**src/shared/tpcs_pkg.sv**
```systemverilog
// package: constants and types for shared timer prescaler and clock select
package tpcs_pkg;
	localparam int unsigned tpcs_clk_hz = 40000000;
	localparam int tpcs_presc_w = 10;
	localparam int tpcs_sel_w = 3;
	localparam logic [2:0] tpcs_sel_stop = 3'h0;
	localparam logic [2:0] tpcs_sel_div1 = 3'h1;
	localparam logic [2:0] tpcs_sel_div8 = 3'h2;
	localparam logic [2:0] tpcs_sel_div64 = 3'h3;
	localparam logic [2:0] tpcs_sel_div256 = 3'h4;
	localparam logic [2:0] tpcs_sel_div1024 = 3'h5;
	localparam logic [2:0] tpcs_sel_ext_fall = 3'h6;
	localparam logic [2:0] tpcs_sel_ext_rise = 3'h7;
	localparam logic [9:0] tpcs_mask_div8 = 10'h007;
	localparam logic [9:0] tpcs_mask_div64 = 10'h03f;
	localparam logic [9:0] tpcs_mask_div256 = 10'h0ff;
	localparam logic [9:0] tpcs_mask_div1024 = 10'h3ff;
	localparam logic [3:0] tpcs_addr_misc = 4'h0;
	localparam logic [3:0] tpcs_addr_sel = 4'h1;
	localparam logic [3:0] tpcs_addr_status = 4'h2;
	localparam int tpcs_psr_bit = 0;
	localparam int tpcs_sel0_lsb = 0;
	localparam int tpcs_sel1_lsb = 4;
	localparam logic [7:0] tpcs_misc_reset = 8'h00;
	localparam logic [7:0] tpcs_misc_wmask = 8'hee;
	localparam logic [31:0] tpcs_unmapped = 32'h00000000;
	typedef struct packed {
		logic read;
		logic write;
		logic [3:0] address;
		logic [31:0] writedata;
	} tpcs_req_s;
	typedef struct packed {
		logic div8;
		logic div64;
		logic div256;
		logic div1024;
	} tpcs_taps_s;
endpackage

```
**src/verilog/tpcs_prescaler.sv**
```systemverilog
// file: free-running shared prescaler with tick taps
`timescale 1ns/1ps
module tpcs_prescaler
	import tpcs_pkg::*;
(
	input wire logic clk,
	input wire logic resetn,
	input wire logic presc_clear,
	output tpcs_taps_s taps
);
	logic [tpcs_presc_w-1:0] count;

	// free running; only resetn or the presc_clear pulse restarts it
	always_ff @(posedge clk or negedge resetn)
	begin
		if (!resetn)
			count <= '0;
		else if (presc_clear)
			count <= '0;
		else
			count <= count + 10'h001;
	end

	// one-cycle ticks at each rollover
	always_comb
	begin
		taps.div8 = (count & tpcs_mask_div8) == tpcs_mask_div8;
		taps.div64 = (count & tpcs_mask_div64) == tpcs_mask_div64;
		taps.div256 = (count & tpcs_mask_div256) == tpcs_mask_div256;
		taps.div1024 = (count & tpcs_mask_div1024) == tpcs_mask_div1024;
	end

	property p_tick_period;
		@(posedge clk) disable iff (!resetn)
		(taps.div8 && !presc_clear) |=> !taps.div8 [*7];
	endproperty
	a_tick_period: assert property (p_tick_period) else $error("div8 tick too early");

	property p_nest;
		@(posedge clk) disable iff (!resetn)
		taps.div1024 |-> (taps.div256 && taps.div64 && taps.div8);
	endproperty
	a_nest: assert property (p_nest) else $error("taps not nested");

	property p_clear_phase;
		@(posedge clk) disable iff (!resetn)
		presc_clear |=> (count == 10'h000);
	endproperty
	a_clear_phase: assert property (p_clear_phase) else $error("prescaler not cleared");
endmodule

```
**src/verilog/tpcs_ext_sync.sv**
```systemverilog
// file: external count pin sampler and edge detector
`timescale 1ns/1ps
module tpcs_ext_sync
	import tpcs_pkg::*;
(
	input wire logic clk,
	input wire logic resetn,
	input wire logic external_count_pin,
	output logic rise,
	output logic fall
);
	logic latch_q;
	logic sync_q;
	logic edge_q;

	// sampler stage on the high phase, then two rising-edge registers
	always_ff @(negedge clk or negedge resetn)
	begin
		if (!resetn)
			latch_q <= 1'b0;
		else
			latch_q <= external_count_pin;
	end

	always_ff @(posedge clk or negedge resetn)
	begin
		if (!resetn)
		begin
			sync_q <= 1'b0;
			edge_q <= 1'b0;
		end
		else
		begin
			sync_q <= latch_q;
			edge_q <= sync_q;
		end
	end

	assign rise = sync_q & ~edge_q;
	assign fall = ~sync_q & edge_q;

	property p_rise_one;
		@(posedge clk) disable iff (!resetn)
		rise |=> !rise;
	endproperty
	a_rise_one: assert property (p_rise_one) else $error("rise pulse longer than one cycle");

	property p_no_both;
		@(posedge clk) disable iff (!resetn)
		!(rise && fall);
	endproperty
	a_no_both: assert property (p_no_both) else $error("rise and fall together");
endmodule

```
**src/verilog/tpcs_top.sv**
```systemverilog
// file: shared prescaler, clock select and register slave for two timers
//
// The register addresses and the Avalon-MM slave port were chosen for this implementation.
`timescale 1ns/1ps
// What this block does
// - one prescaler, independent select per timer
// - select 1 ticks every system clock
// - taps at divide 8, 64, 256, 1024
// - prescaler runs free, untouched by selects
// - first prescaled tick within 1 to N+1
// - prescaler reset restarts phase for both
// - pin sampled by latch then register
// - rising edge at 7, falling at 6
// - pin edge to tick 1.5-2.5 cycles
// - external clock never prescaled
// - writing one resets prescaler, self-clears
// - reset bit always reads zero
// - stop select gives no ticks
// - eight-code clock-select encoding
// - pin counts even when driven as output
module tpcs_top
	import tpcs_pkg::*;
(
	input wire logic clk,
	input wire logic resetn,
	input wire logic [3:0] avs_address,
	input wire logic avs_read,
	input wire logic avs_write,
	input wire logic [31:0] avs_writedata,
	output logic [31:0] avs_readdata,
	output logic avs_waitrequest,
	input wire logic external_count_pin_0,
	input wire logic external_count_pin_1,
	output logic [1:0] timer_tick
);
	tpcs_req_s req;
	tpcs_taps_s taps;
	logic [7:0] misc_special_function_reg;
	logic [2:0] clock_source_select [2];
	logic shared_prescaler_reset_bit;
	logic acked;
	logic [1:0] ext_rise;
	logic [1:0] ext_fall;
	logic [1:0] ext_pin;
	logic [1:0] next_tick;
	logic [1:0] tick_seen;

	assign req.read = avs_read;
	assign req.write = avs_write;
	assign req.address = avs_address;
	assign req.writedata = avs_writedata;
	assign ext_pin = {external_count_pin_1, external_count_pin_0};

	function automatic logic sel_tick(input logic [2:0] sel, input tpcs_taps_s t,
		input logic r, input logic f);
		unique case (sel)
			tpcs_sel_stop: sel_tick = 1'b0;
			tpcs_sel_div1: sel_tick = 1'b1;
			tpcs_sel_div8: sel_tick = t.div8;
			tpcs_sel_div64: sel_tick = t.div64;
			tpcs_sel_div256: sel_tick = t.div256;
			tpcs_sel_div1024: sel_tick = t.div1024;
			tpcs_sel_ext_fall: sel_tick = f;
			tpcs_sel_ext_rise: sel_tick = r;
		endcase
	endfunction

	// one wait cycle per access, answer on the second edge
	assign avs_waitrequest = (req.read | req.write) & ~acked;

	always_ff @(posedge clk or negedge resetn)
	begin
		if (!resetn)
			acked <= 1'b0;
		else
			acked <= (req.read | req.write) & ~acked;
	end

	// misc register; bit 0 is the prescaler reset strobe
	always_ff @(posedge clk or negedge resetn)
	begin
		if (!resetn)
		begin
			misc_special_function_reg <= tpcs_misc_reset;
			shared_prescaler_reset_bit <= 1'b0;
		end
		else
		begin
			shared_prescaler_reset_bit <= 1'b0;
			if (req.write && !acked && req.address == tpcs_addr_misc)
			begin
				misc_special_function_reg <= req.writedata[7:0] & tpcs_misc_wmask;
				if (req.writedata[tpcs_psr_bit])
					shared_prescaler_reset_bit <= 1'b1;
			end
		end
	end

	// clock-select register, one field per timer
	always_ff @(posedge clk or negedge resetn)
	begin
		if (!resetn)
		begin
			clock_source_select[0] <= tpcs_sel_stop;
			clock_source_select[1] <= tpcs_sel_stop;
		end
		else if (req.write && !acked && req.address == tpcs_addr_sel)
		begin
			clock_source_select[0] <= req.writedata[tpcs_sel0_lsb +: tpcs_sel_w];
			clock_source_select[1] <= req.writedata[tpcs_sel1_lsb +: tpcs_sel_w];
		end
	end

	// sticky record of ticks since last status read
	always_ff @(posedge clk or negedge resetn)
	begin
		if (!resetn)
			tick_seen <= 2'h0;
		else if (req.read && !acked && req.address == tpcs_addr_status)
			tick_seen <= next_tick;
		else
			tick_seen <= tick_seen | next_tick;
	end

	always_ff @(posedge clk or negedge resetn)
	begin
		if (!resetn)
			avs_readdata <= tpcs_unmapped;
		else if (req.read && !acked)
		begin
			unique case (req.address)
				tpcs_addr_misc: avs_readdata <= {24'h000000,
					misc_special_function_reg};
				tpcs_addr_sel: avs_readdata <= {25'h0000000, clock_source_select[1],
					1'b0, clock_source_select[0]};
				tpcs_addr_status: avs_readdata <= {30'h00000000, tick_seen};
				default: avs_readdata <= tpcs_unmapped;
			endcase
		end
	end

	tpcs_prescaler u_presc
	(
		.clk(clk),
		.resetn(resetn),
		.presc_clear(shared_prescaler_reset_bit),
		.taps(taps)
	);

	// pin path has no output-enable gate, so driven pins still count
	genvar g;
	generate
		for (g = 0; g < 2; g++)
		begin : g_timer
			tpcs_ext_sync u_sync
			(
				.clk(clk),
				.resetn(resetn),
				.external_count_pin(ext_pin[g]),
				.rise(ext_rise[g]),
				.fall(ext_fall[g])
			);
			assign next_tick[g] = sel_tick(clock_source_select[g], taps,
				ext_rise[g], ext_fall[g]);
		end
	endgenerate

	// registered tick gives 1.5 to 2.5 cycles from pin edge
	always_ff @(posedge clk or negedge resetn)
	begin
		if (!resetn)
			timer_tick <= 2'h0;
		else
			timer_tick <= next_tick;
	end

	property p_stop;
		@(posedge clk) disable iff (!resetn)
		(clock_source_select[0] == tpcs_sel_stop) |=> !timer_tick[0];
	endproperty
	a_stop: assert property (p_stop) else $error("tick while stopped");

	property p_div1;
		@(posedge clk) disable iff (!resetn)
		(clock_source_select[1] == tpcs_sel_div1) |=> timer_tick[1];
	endproperty
	a_div1: assert property (p_div1) else $error("undivided tick missing");

	property p_psr_self_clear;
		@(posedge clk) disable iff (!resetn)
		shared_prescaler_reset_bit |=> !shared_prescaler_reset_bit;
	endproperty
	a_psr_self_clear: assert property (p_psr_self_clear) else $error("reset bit stuck");

	property p_psr_reads_zero;
		@(posedge clk) disable iff (!resetn)
		(avs_read && !avs_waitrequest && avs_address == tpcs_addr_misc) |-> !avs_readdata[0];
	endproperty
	a_psr_reads_zero: assert property (p_psr_reads_zero) else $error("reset bit read one");

	property p_div8_first;
		@(posedge clk) disable iff (!resetn)
		(shared_prescaler_reset_bit && clock_source_select[0] == tpcs_sel_div8
			&& req.address != tpcs_addr_sel)
		|-> ##2 !timer_tick[0] [*7] ##1 timer_tick[0];
	endproperty
	a_div8_first: assert property (p_div8_first)
		else $error("div8 phase after reset wrong");

	property p_ext_rise;
		@(posedge clk) disable iff (!resetn)
		(clock_source_select[0] == tpcs_sel_ext_rise && ext_rise[0]
			&& !(req.write && req.address == tpcs_addr_sel)) |=> timer_tick[0];
	endproperty
	a_ext_rise: assert property (p_ext_rise) else $error("rising edge tick missing");

	property p_ext_fall_no_rise;
		@(posedge clk) disable iff (!resetn)
		(clock_source_select[1] == tpcs_sel_ext_fall && ext_rise[1]) |=> !timer_tick[1];
	endproperty
	a_ext_fall_no_rise: assert property (p_ext_fall_no_rise)
		else $error("falling mode ticked on rise");

	property p_indep;
		@(posedge clk) disable iff (!resetn)
		(clock_source_select[0] == tpcs_sel_stop && clock_source_select[1] == tpcs_sel_div1)
		|=> (timer_tick == 2'h2);
	endproperty
	a_indep: assert property (p_indep) else $error("timers not independent");

	property p_ext_fall;
		@(posedge clk) disable iff (!resetn)
		(clock_source_select[1] == tpcs_sel_ext_fall && ext_fall[1]) |=> timer_tick[1];
	endproperty
	a_ext_fall: assert property (p_ext_fall) else $error("falling edge tick missing");

	property p_no_tap_on_ext;
		@(posedge clk) disable iff (!resetn)
		(clock_source_select[0] == tpcs_sel_ext_rise && !ext_rise[0]) |=> !timer_tick[0];
	endproperty
	a_no_tap_on_ext: assert property (p_no_tap_on_ext) else $error("tick without pin edge");

	property p_stop_1;
		@(posedge clk) disable iff (!resetn)
		(clock_source_select[1] == tpcs_sel_stop) |=> !timer_tick[1];
	endproperty
	a_stop_1: assert property (p_stop_1) else $error("tick while timer 1 stopped");

	property p_div1_0;
		@(posedge clk) disable iff (!resetn)
		(clock_source_select[0] == tpcs_sel_div1) |=> timer_tick[0];
	endproperty
	a_div1_0: assert property (p_div1_0) else $error("timer 0 undivided tick missing");

	property p_tap64;
		@(posedge clk) disable iff (!resetn)
		(clock_source_select[1] == tpcs_sel_div64 && taps.div64) |=> timer_tick[1];
	endproperty
	a_tap64: assert property (p_tap64) else $error("div64 tick not passed");

	property p_sel_readback;
		@(posedge clk) disable iff (!resetn)
		(avs_read && !avs_waitrequest && avs_address == tpcs_addr_sel)
		|-> (avs_readdata[tpcs_sel0_lsb +: tpcs_sel_w] == clock_source_select[0]
			&& avs_readdata[tpcs_sel1_lsb +: tpcs_sel_w] == clock_source_select[1]);
	endproperty
	a_sel_readback: assert property (p_sel_readback) else $error("select readback wrong");

	property p_psr_write;
		@(posedge clk) disable iff (!resetn)
		(req.write && !acked && req.address == tpcs_addr_misc && req.writedata[tpcs_psr_bit])
		|=> shared_prescaler_reset_bit;
	endproperty
	a_psr_write: assert property (p_psr_write) else $error("reset bit write lost");

	property p_psr_zero;
		@(posedge clk) disable iff (!resetn)
		(req.write && !acked && req.address == tpcs_addr_misc && !req.writedata[tpcs_psr_bit])
		|=> !shared_prescaler_reset_bit;
	endproperty
	a_psr_zero: assert property (p_psr_zero) else $error("zero write reset prescaler");
endmodule

```
**config.mk**
```make
export PLATFORM = sky130hd
export DESIGN_NAME = tpcs_top
export DESIGN_NICKNAME = d
export VERILOG_FILES = /design/src/shared/tpcs_pkg.sv /design/src/verilog/tpcs_prescaler.sv /design/src/verilog/tpcs_ext_sync.sv /design/src/verilog/tpcs_top.sv
export SDC_FILE = /design/constraint.sdc
export NUM_CORES = 1
export LEC_CHECK = 0
export BUFFER_PORTS_ARGS = -buffer_cell sky130_fd_sc_hd__buf_2
export CELL_PAD_IN_SITES_DETAIL_PLACEMENT = 1
export CELL_PAD_IN_SITES_GLOBAL_PLACEMENT = 2
export CORE_MARGIN = 3
export CORE_UTILIZATION = 27
export CTS_BUF_LIST = sky130_fd_sc_hd__clkbuf_8
export DETAILED_ROUTE_END_ITERATION = 10
export GPL_TIMING_DRIVEN = 0
export PLACE_DENSITY = 0.85
export SLEW_MARGIN = 20
export SYNTH_ARGS = -nofsm -noshare
export SYNTH_HDL_FRONTEND = slang
export SYNTH_HIERARCHICAL = 1
export SYNTH_SLANG_ARGS = --single-unit
export TNS_END_PERCENT = 20
```
**constraint.sdc**
```tcl
create_clock -name clk -period 1.3 [get_ports clk]
set_input_delay 0.13 -clock clk [delete_from_list [all_inputs] [get_ports clk]]
set_output_delay 0.13 -clock clk [all_outputs]
set_load 0.1 [all_outputs]
```
==> results.toml <==
[worst_setup_path]
timing.critical_path.to = "tick_seen[1]"
cp.arrival_ns = 1.62
worstReg2RegStart = "u_presc/count[0]"
timing.rr.end = "tick_seen[1]"
startpoint = "u_presc/count[0]"
crit_type = "reg -> reg"
r2r_cells = 8
path_depth = 8
cp_top_family = "flip-flops"
crit_chain = "ha_2 > nand4_1 > buf_6 > nor2_4 > nor2b_1 > o22ai_2 > a21oi_2 > nand3_1"
crit_required_ns = 1.48
r2r_setup_slack_ns = -0.14
cp_max_fo = 5
cp-end-kind = "flop"
slowest_stage = "dfrtp_1"
cpPeakStageDelay_ns = 0.39
crit_buf_inv = 1
start_kind = "flop"

[logic_synthesis]
synth_compound_area_share_pct = 6.71
syn_area_sq_mm = 0.00201
synth_top_family_by_area = "simple AND/OR/NAND/NOR gates"
synthAdderAreaFrac_pct = 1.24
yosysSeqAreaShare_pct = 52.2
synth_cells = 186
syn_area_per_cell_sq_um = 10.8
yosysWarnings = 6
synth_top_area_share_pct = 49.7
yosys.area_share.simple_pct = 18.4
synth_area_leaders = "dfrtp_1 (50%), buf_4 (9.3%), mux2_2 (7.8%), nand2_1 (4.5%), nor2b_1 (3.4%)"
synth_cell_types = 34
synthMuxAreaShare_pct = 10.3
yosysTopAreaCell = "dfrtp_1"
synth_xor_area_share_pct = 0.870
ys_ff_latch = 42

[timing]
worst_hold_slack_ns = -0.146
hold_viol = 40
rsz0062_at_grt = "yes"
tightest_slew_ns = 0.584
finalWorstSetupSlack_ns = -0.144
fin_crit_sh_pct = 111
finalSetupViolCount = 19
fin_crit_ns = 1.44
slew_viol_final = 0
max_freq_ghz = 0.692
skew_ns = 0.0114
tns_ns = -1.81
slew-limit-headroom_pct = 61.0

[floorplanning]
num_rows = 30
ios = 77
die_h_um = 92.4
start_util_pct = 28.7
die_x_um = 92.4
core_sq_mm = 0.00702
fp.dieArea_sq_mm = 0.00853

[power_and_ir_drop]
cellPowerDensity_mw_per_mm2 = 1660
vdd_drop_max_uv = 468
power.leakage_nw = 1.26

[layout]
drive_gt1_share_pct = 41.2
largest_reg_flops = 10
syn_to_final_growth_pct = 30.1
fillers = 809
antenna_cells = 0
reg.largest.list = "u_presc/count: 10 flops, avs_readdata: 8 flops"
nNetsFinal = 294
stdcell_count = 346
largest-register = "u_presc/count"
finalInstanceArea_sq_mm = 0.00262

[placement]
place_area_sq_mm = 0.00237
numPortBuffers = 27
place_ws_ns = -0.283
gp_congestion = 0.712
dp.cells = 332
dp_hpwl_um = 3160

[route]
wl_met1_um = 1800
vias_per_cell = 4.26
top_layer_used = "met4"
routed_wl_um = 4270
drc = 0
drt_pre_antenna_iters = 4
wl_per_cell_um = 12.3
dr_wl_met2_um = 2190
wl_met3_um = 258
ant_nets = 0
drt_iter0_drc = 37
vias = 1474

[grt]
grt_max_degree = 43
grt_pass1_wl_um = 7070
first_global_vias = 1470
antenna_found_initial = 0
gr-total-overflow = 0
gr-usage-all-layers_pct = 10.5

[cts]
clockBufferDepth = 2
cts.root.buffer_cell = "clkbuf_8"
cts.clk_slew.worst_paths_ns = 0.08
cts_max_level = 2
insertion_delay_ns = 0.30
cts_hold_buf = 0
cts_inserted_buffers = 5
cts_num_sinks = 42
cts_tree = "yes"

[job]
maxCapViolCount = 0

[run_status]
failed_checks = "negative hold slack, negative setup slack"
outcome = "complete, but fails checks"

[worst_hold_path]
hold_class = "in -> async"
-- cell usage after synthesis --
library cell and count:
inv_1 2, a32o_1 1, a22o_1 2, or3_2 1, nor2_1 10, o31ai_1 1
nor4b_4 1, o211ai_1 1, nand4_1 1, nor2b_1 11, a21oi_1 5, or4_1 1
mux2_2 14, nor4b_2 1, nor4_1 2, dfrtp_1 40, nand2b_1 2, and3_1 1
a222oi_1 1, ha_1 2, o21ai_0 9, conb_1 1, nand3_2 1, xor2_1 2
mux2i_1 5, nand3_1 7, dfrtn_1 2, buf_4 25, nand2_1 24, o22ai_1 2
or3_1 1, and2b_2 2, clkbuf_1 2, nor3_1 3
-- worst register-to-register path, cell delays in order (launching register included) --
cell and delay (ns):
dfrtp_1 0.39, ha_2 0.19, nand4_1 0.08, buf_6 0.14
nor2_4 0.04, nor2b_1 0.14, o22ai_2 0.08, a21oi_2 0.16
nand3_1 0.10
-- logic make-up (layout without fill, tap and decap cells) --
| kind of cell | after synthesis | in the layout |
|---|---|---|
| AO/OA/AOI/OAI | 22 | 22 |
| buffers and inverters | 29 | 70 |
| XOR/XNOR | 2 | 2 |
| AND/OR/NAND/NOR | 69 | 69 |
| flip-flops | 42 | 42 |
| multiplexers | 19 | 19 |
| other | 1 | 24 |
| adder cells (fa/ha/maj) | 2 | 2 |
-- how the worst min path moves through the flow --
stage,from,end,slack (ns),cells past startpoint
CTS,resetn,avs_readdata[1],0.01,1
floorplan,resetn,acked,-0.17,0
finish,resetn,timer_tick[1],-0.15,1
global route,resetn,avs_readdata[0],-0.11,1
global placement,resetn,u_presc/count[9],0.33,1
detailed placement,resetn,avs_readdata[4],0.34,1
-- cells in the final DEF, fill, tap and decap left out, types with 3 or more instances in the layout --
cell | synthesis | routed
dfrtp_1 | 40 | 38
nor2_1 | 10 | 7
nand2_2 | 0 | 3
mux2_2 | 14 | 13
nor2_4 | 0 | 3
a21oi_2 | 0 | 3
nand3_1 | 7 | 7
buf_4 | 25 | 31
o21ai_0 | 9 | 8
conb_1 | 1 | 24
nor2b_1 | 11 | 11
clkbuf_8 | 0 | 6
nand2_1 | 24 | 21
mux2i_1 | 5 | 5
buf_2 | 0 | 25
-- stage by stage --
step | power [mW] | hold WS [ns] | util, %
global placement | 3.07 | 0.328 | 33.7
CTS | 4.29 | 0.0139 | 36.3
global route | 4.62 | -0.109 | 37.3
detailed placement | 3.13 | 0.339 | 33.7
finish | 4.34 | -0.146 | 37.3
floorplan | 2.86 | -0.166 | -
-- metal layers --
metal / global-route usage (%) / vias to the layer above
li1: - / 716
met1: 13.2 / 715
met2: 17.2 / 41
met3: 4.14 / 2
met4: 2.23 / 0
met5: 0 / -
-- timing repair --
action | CTS | global route
hold endpoints to repair | 0 | 40
resized for setup | 12 | 13
setup buffers | 4 | 3
pin swaps | 14 | 7
setup endpoints to repair | 28 | 28
-- where the power goes --
part	internal [mW]	leakage, nW	total (mW)	switching [mW]
Sequential	1.57	0.526	1.82	0.250
Clock	0.614	0.0573	1.04	0.427
Combinational	0.503	0.680	1.48	0.980
-- final cells by class --
cell class / count / area, sq um / area share, %
Timing Repair Buffer: 34 / 204 / 7.78
Sequential cell: 42 / 1050 / 40.2
Buffer: 27 / 196 / 7.49
Tap cell: 96 / 120 / 4.58
Clock buffer: 6 / 82.6 / 3.15
Inverter: 2 / 7.51 / 0.286
Multi-Input combinational cell: 138 / 927 / 35.4
Clock inverter: 1 / 30.0 / 1.15
Note: power is estimated with default switching activity, not from simulation.
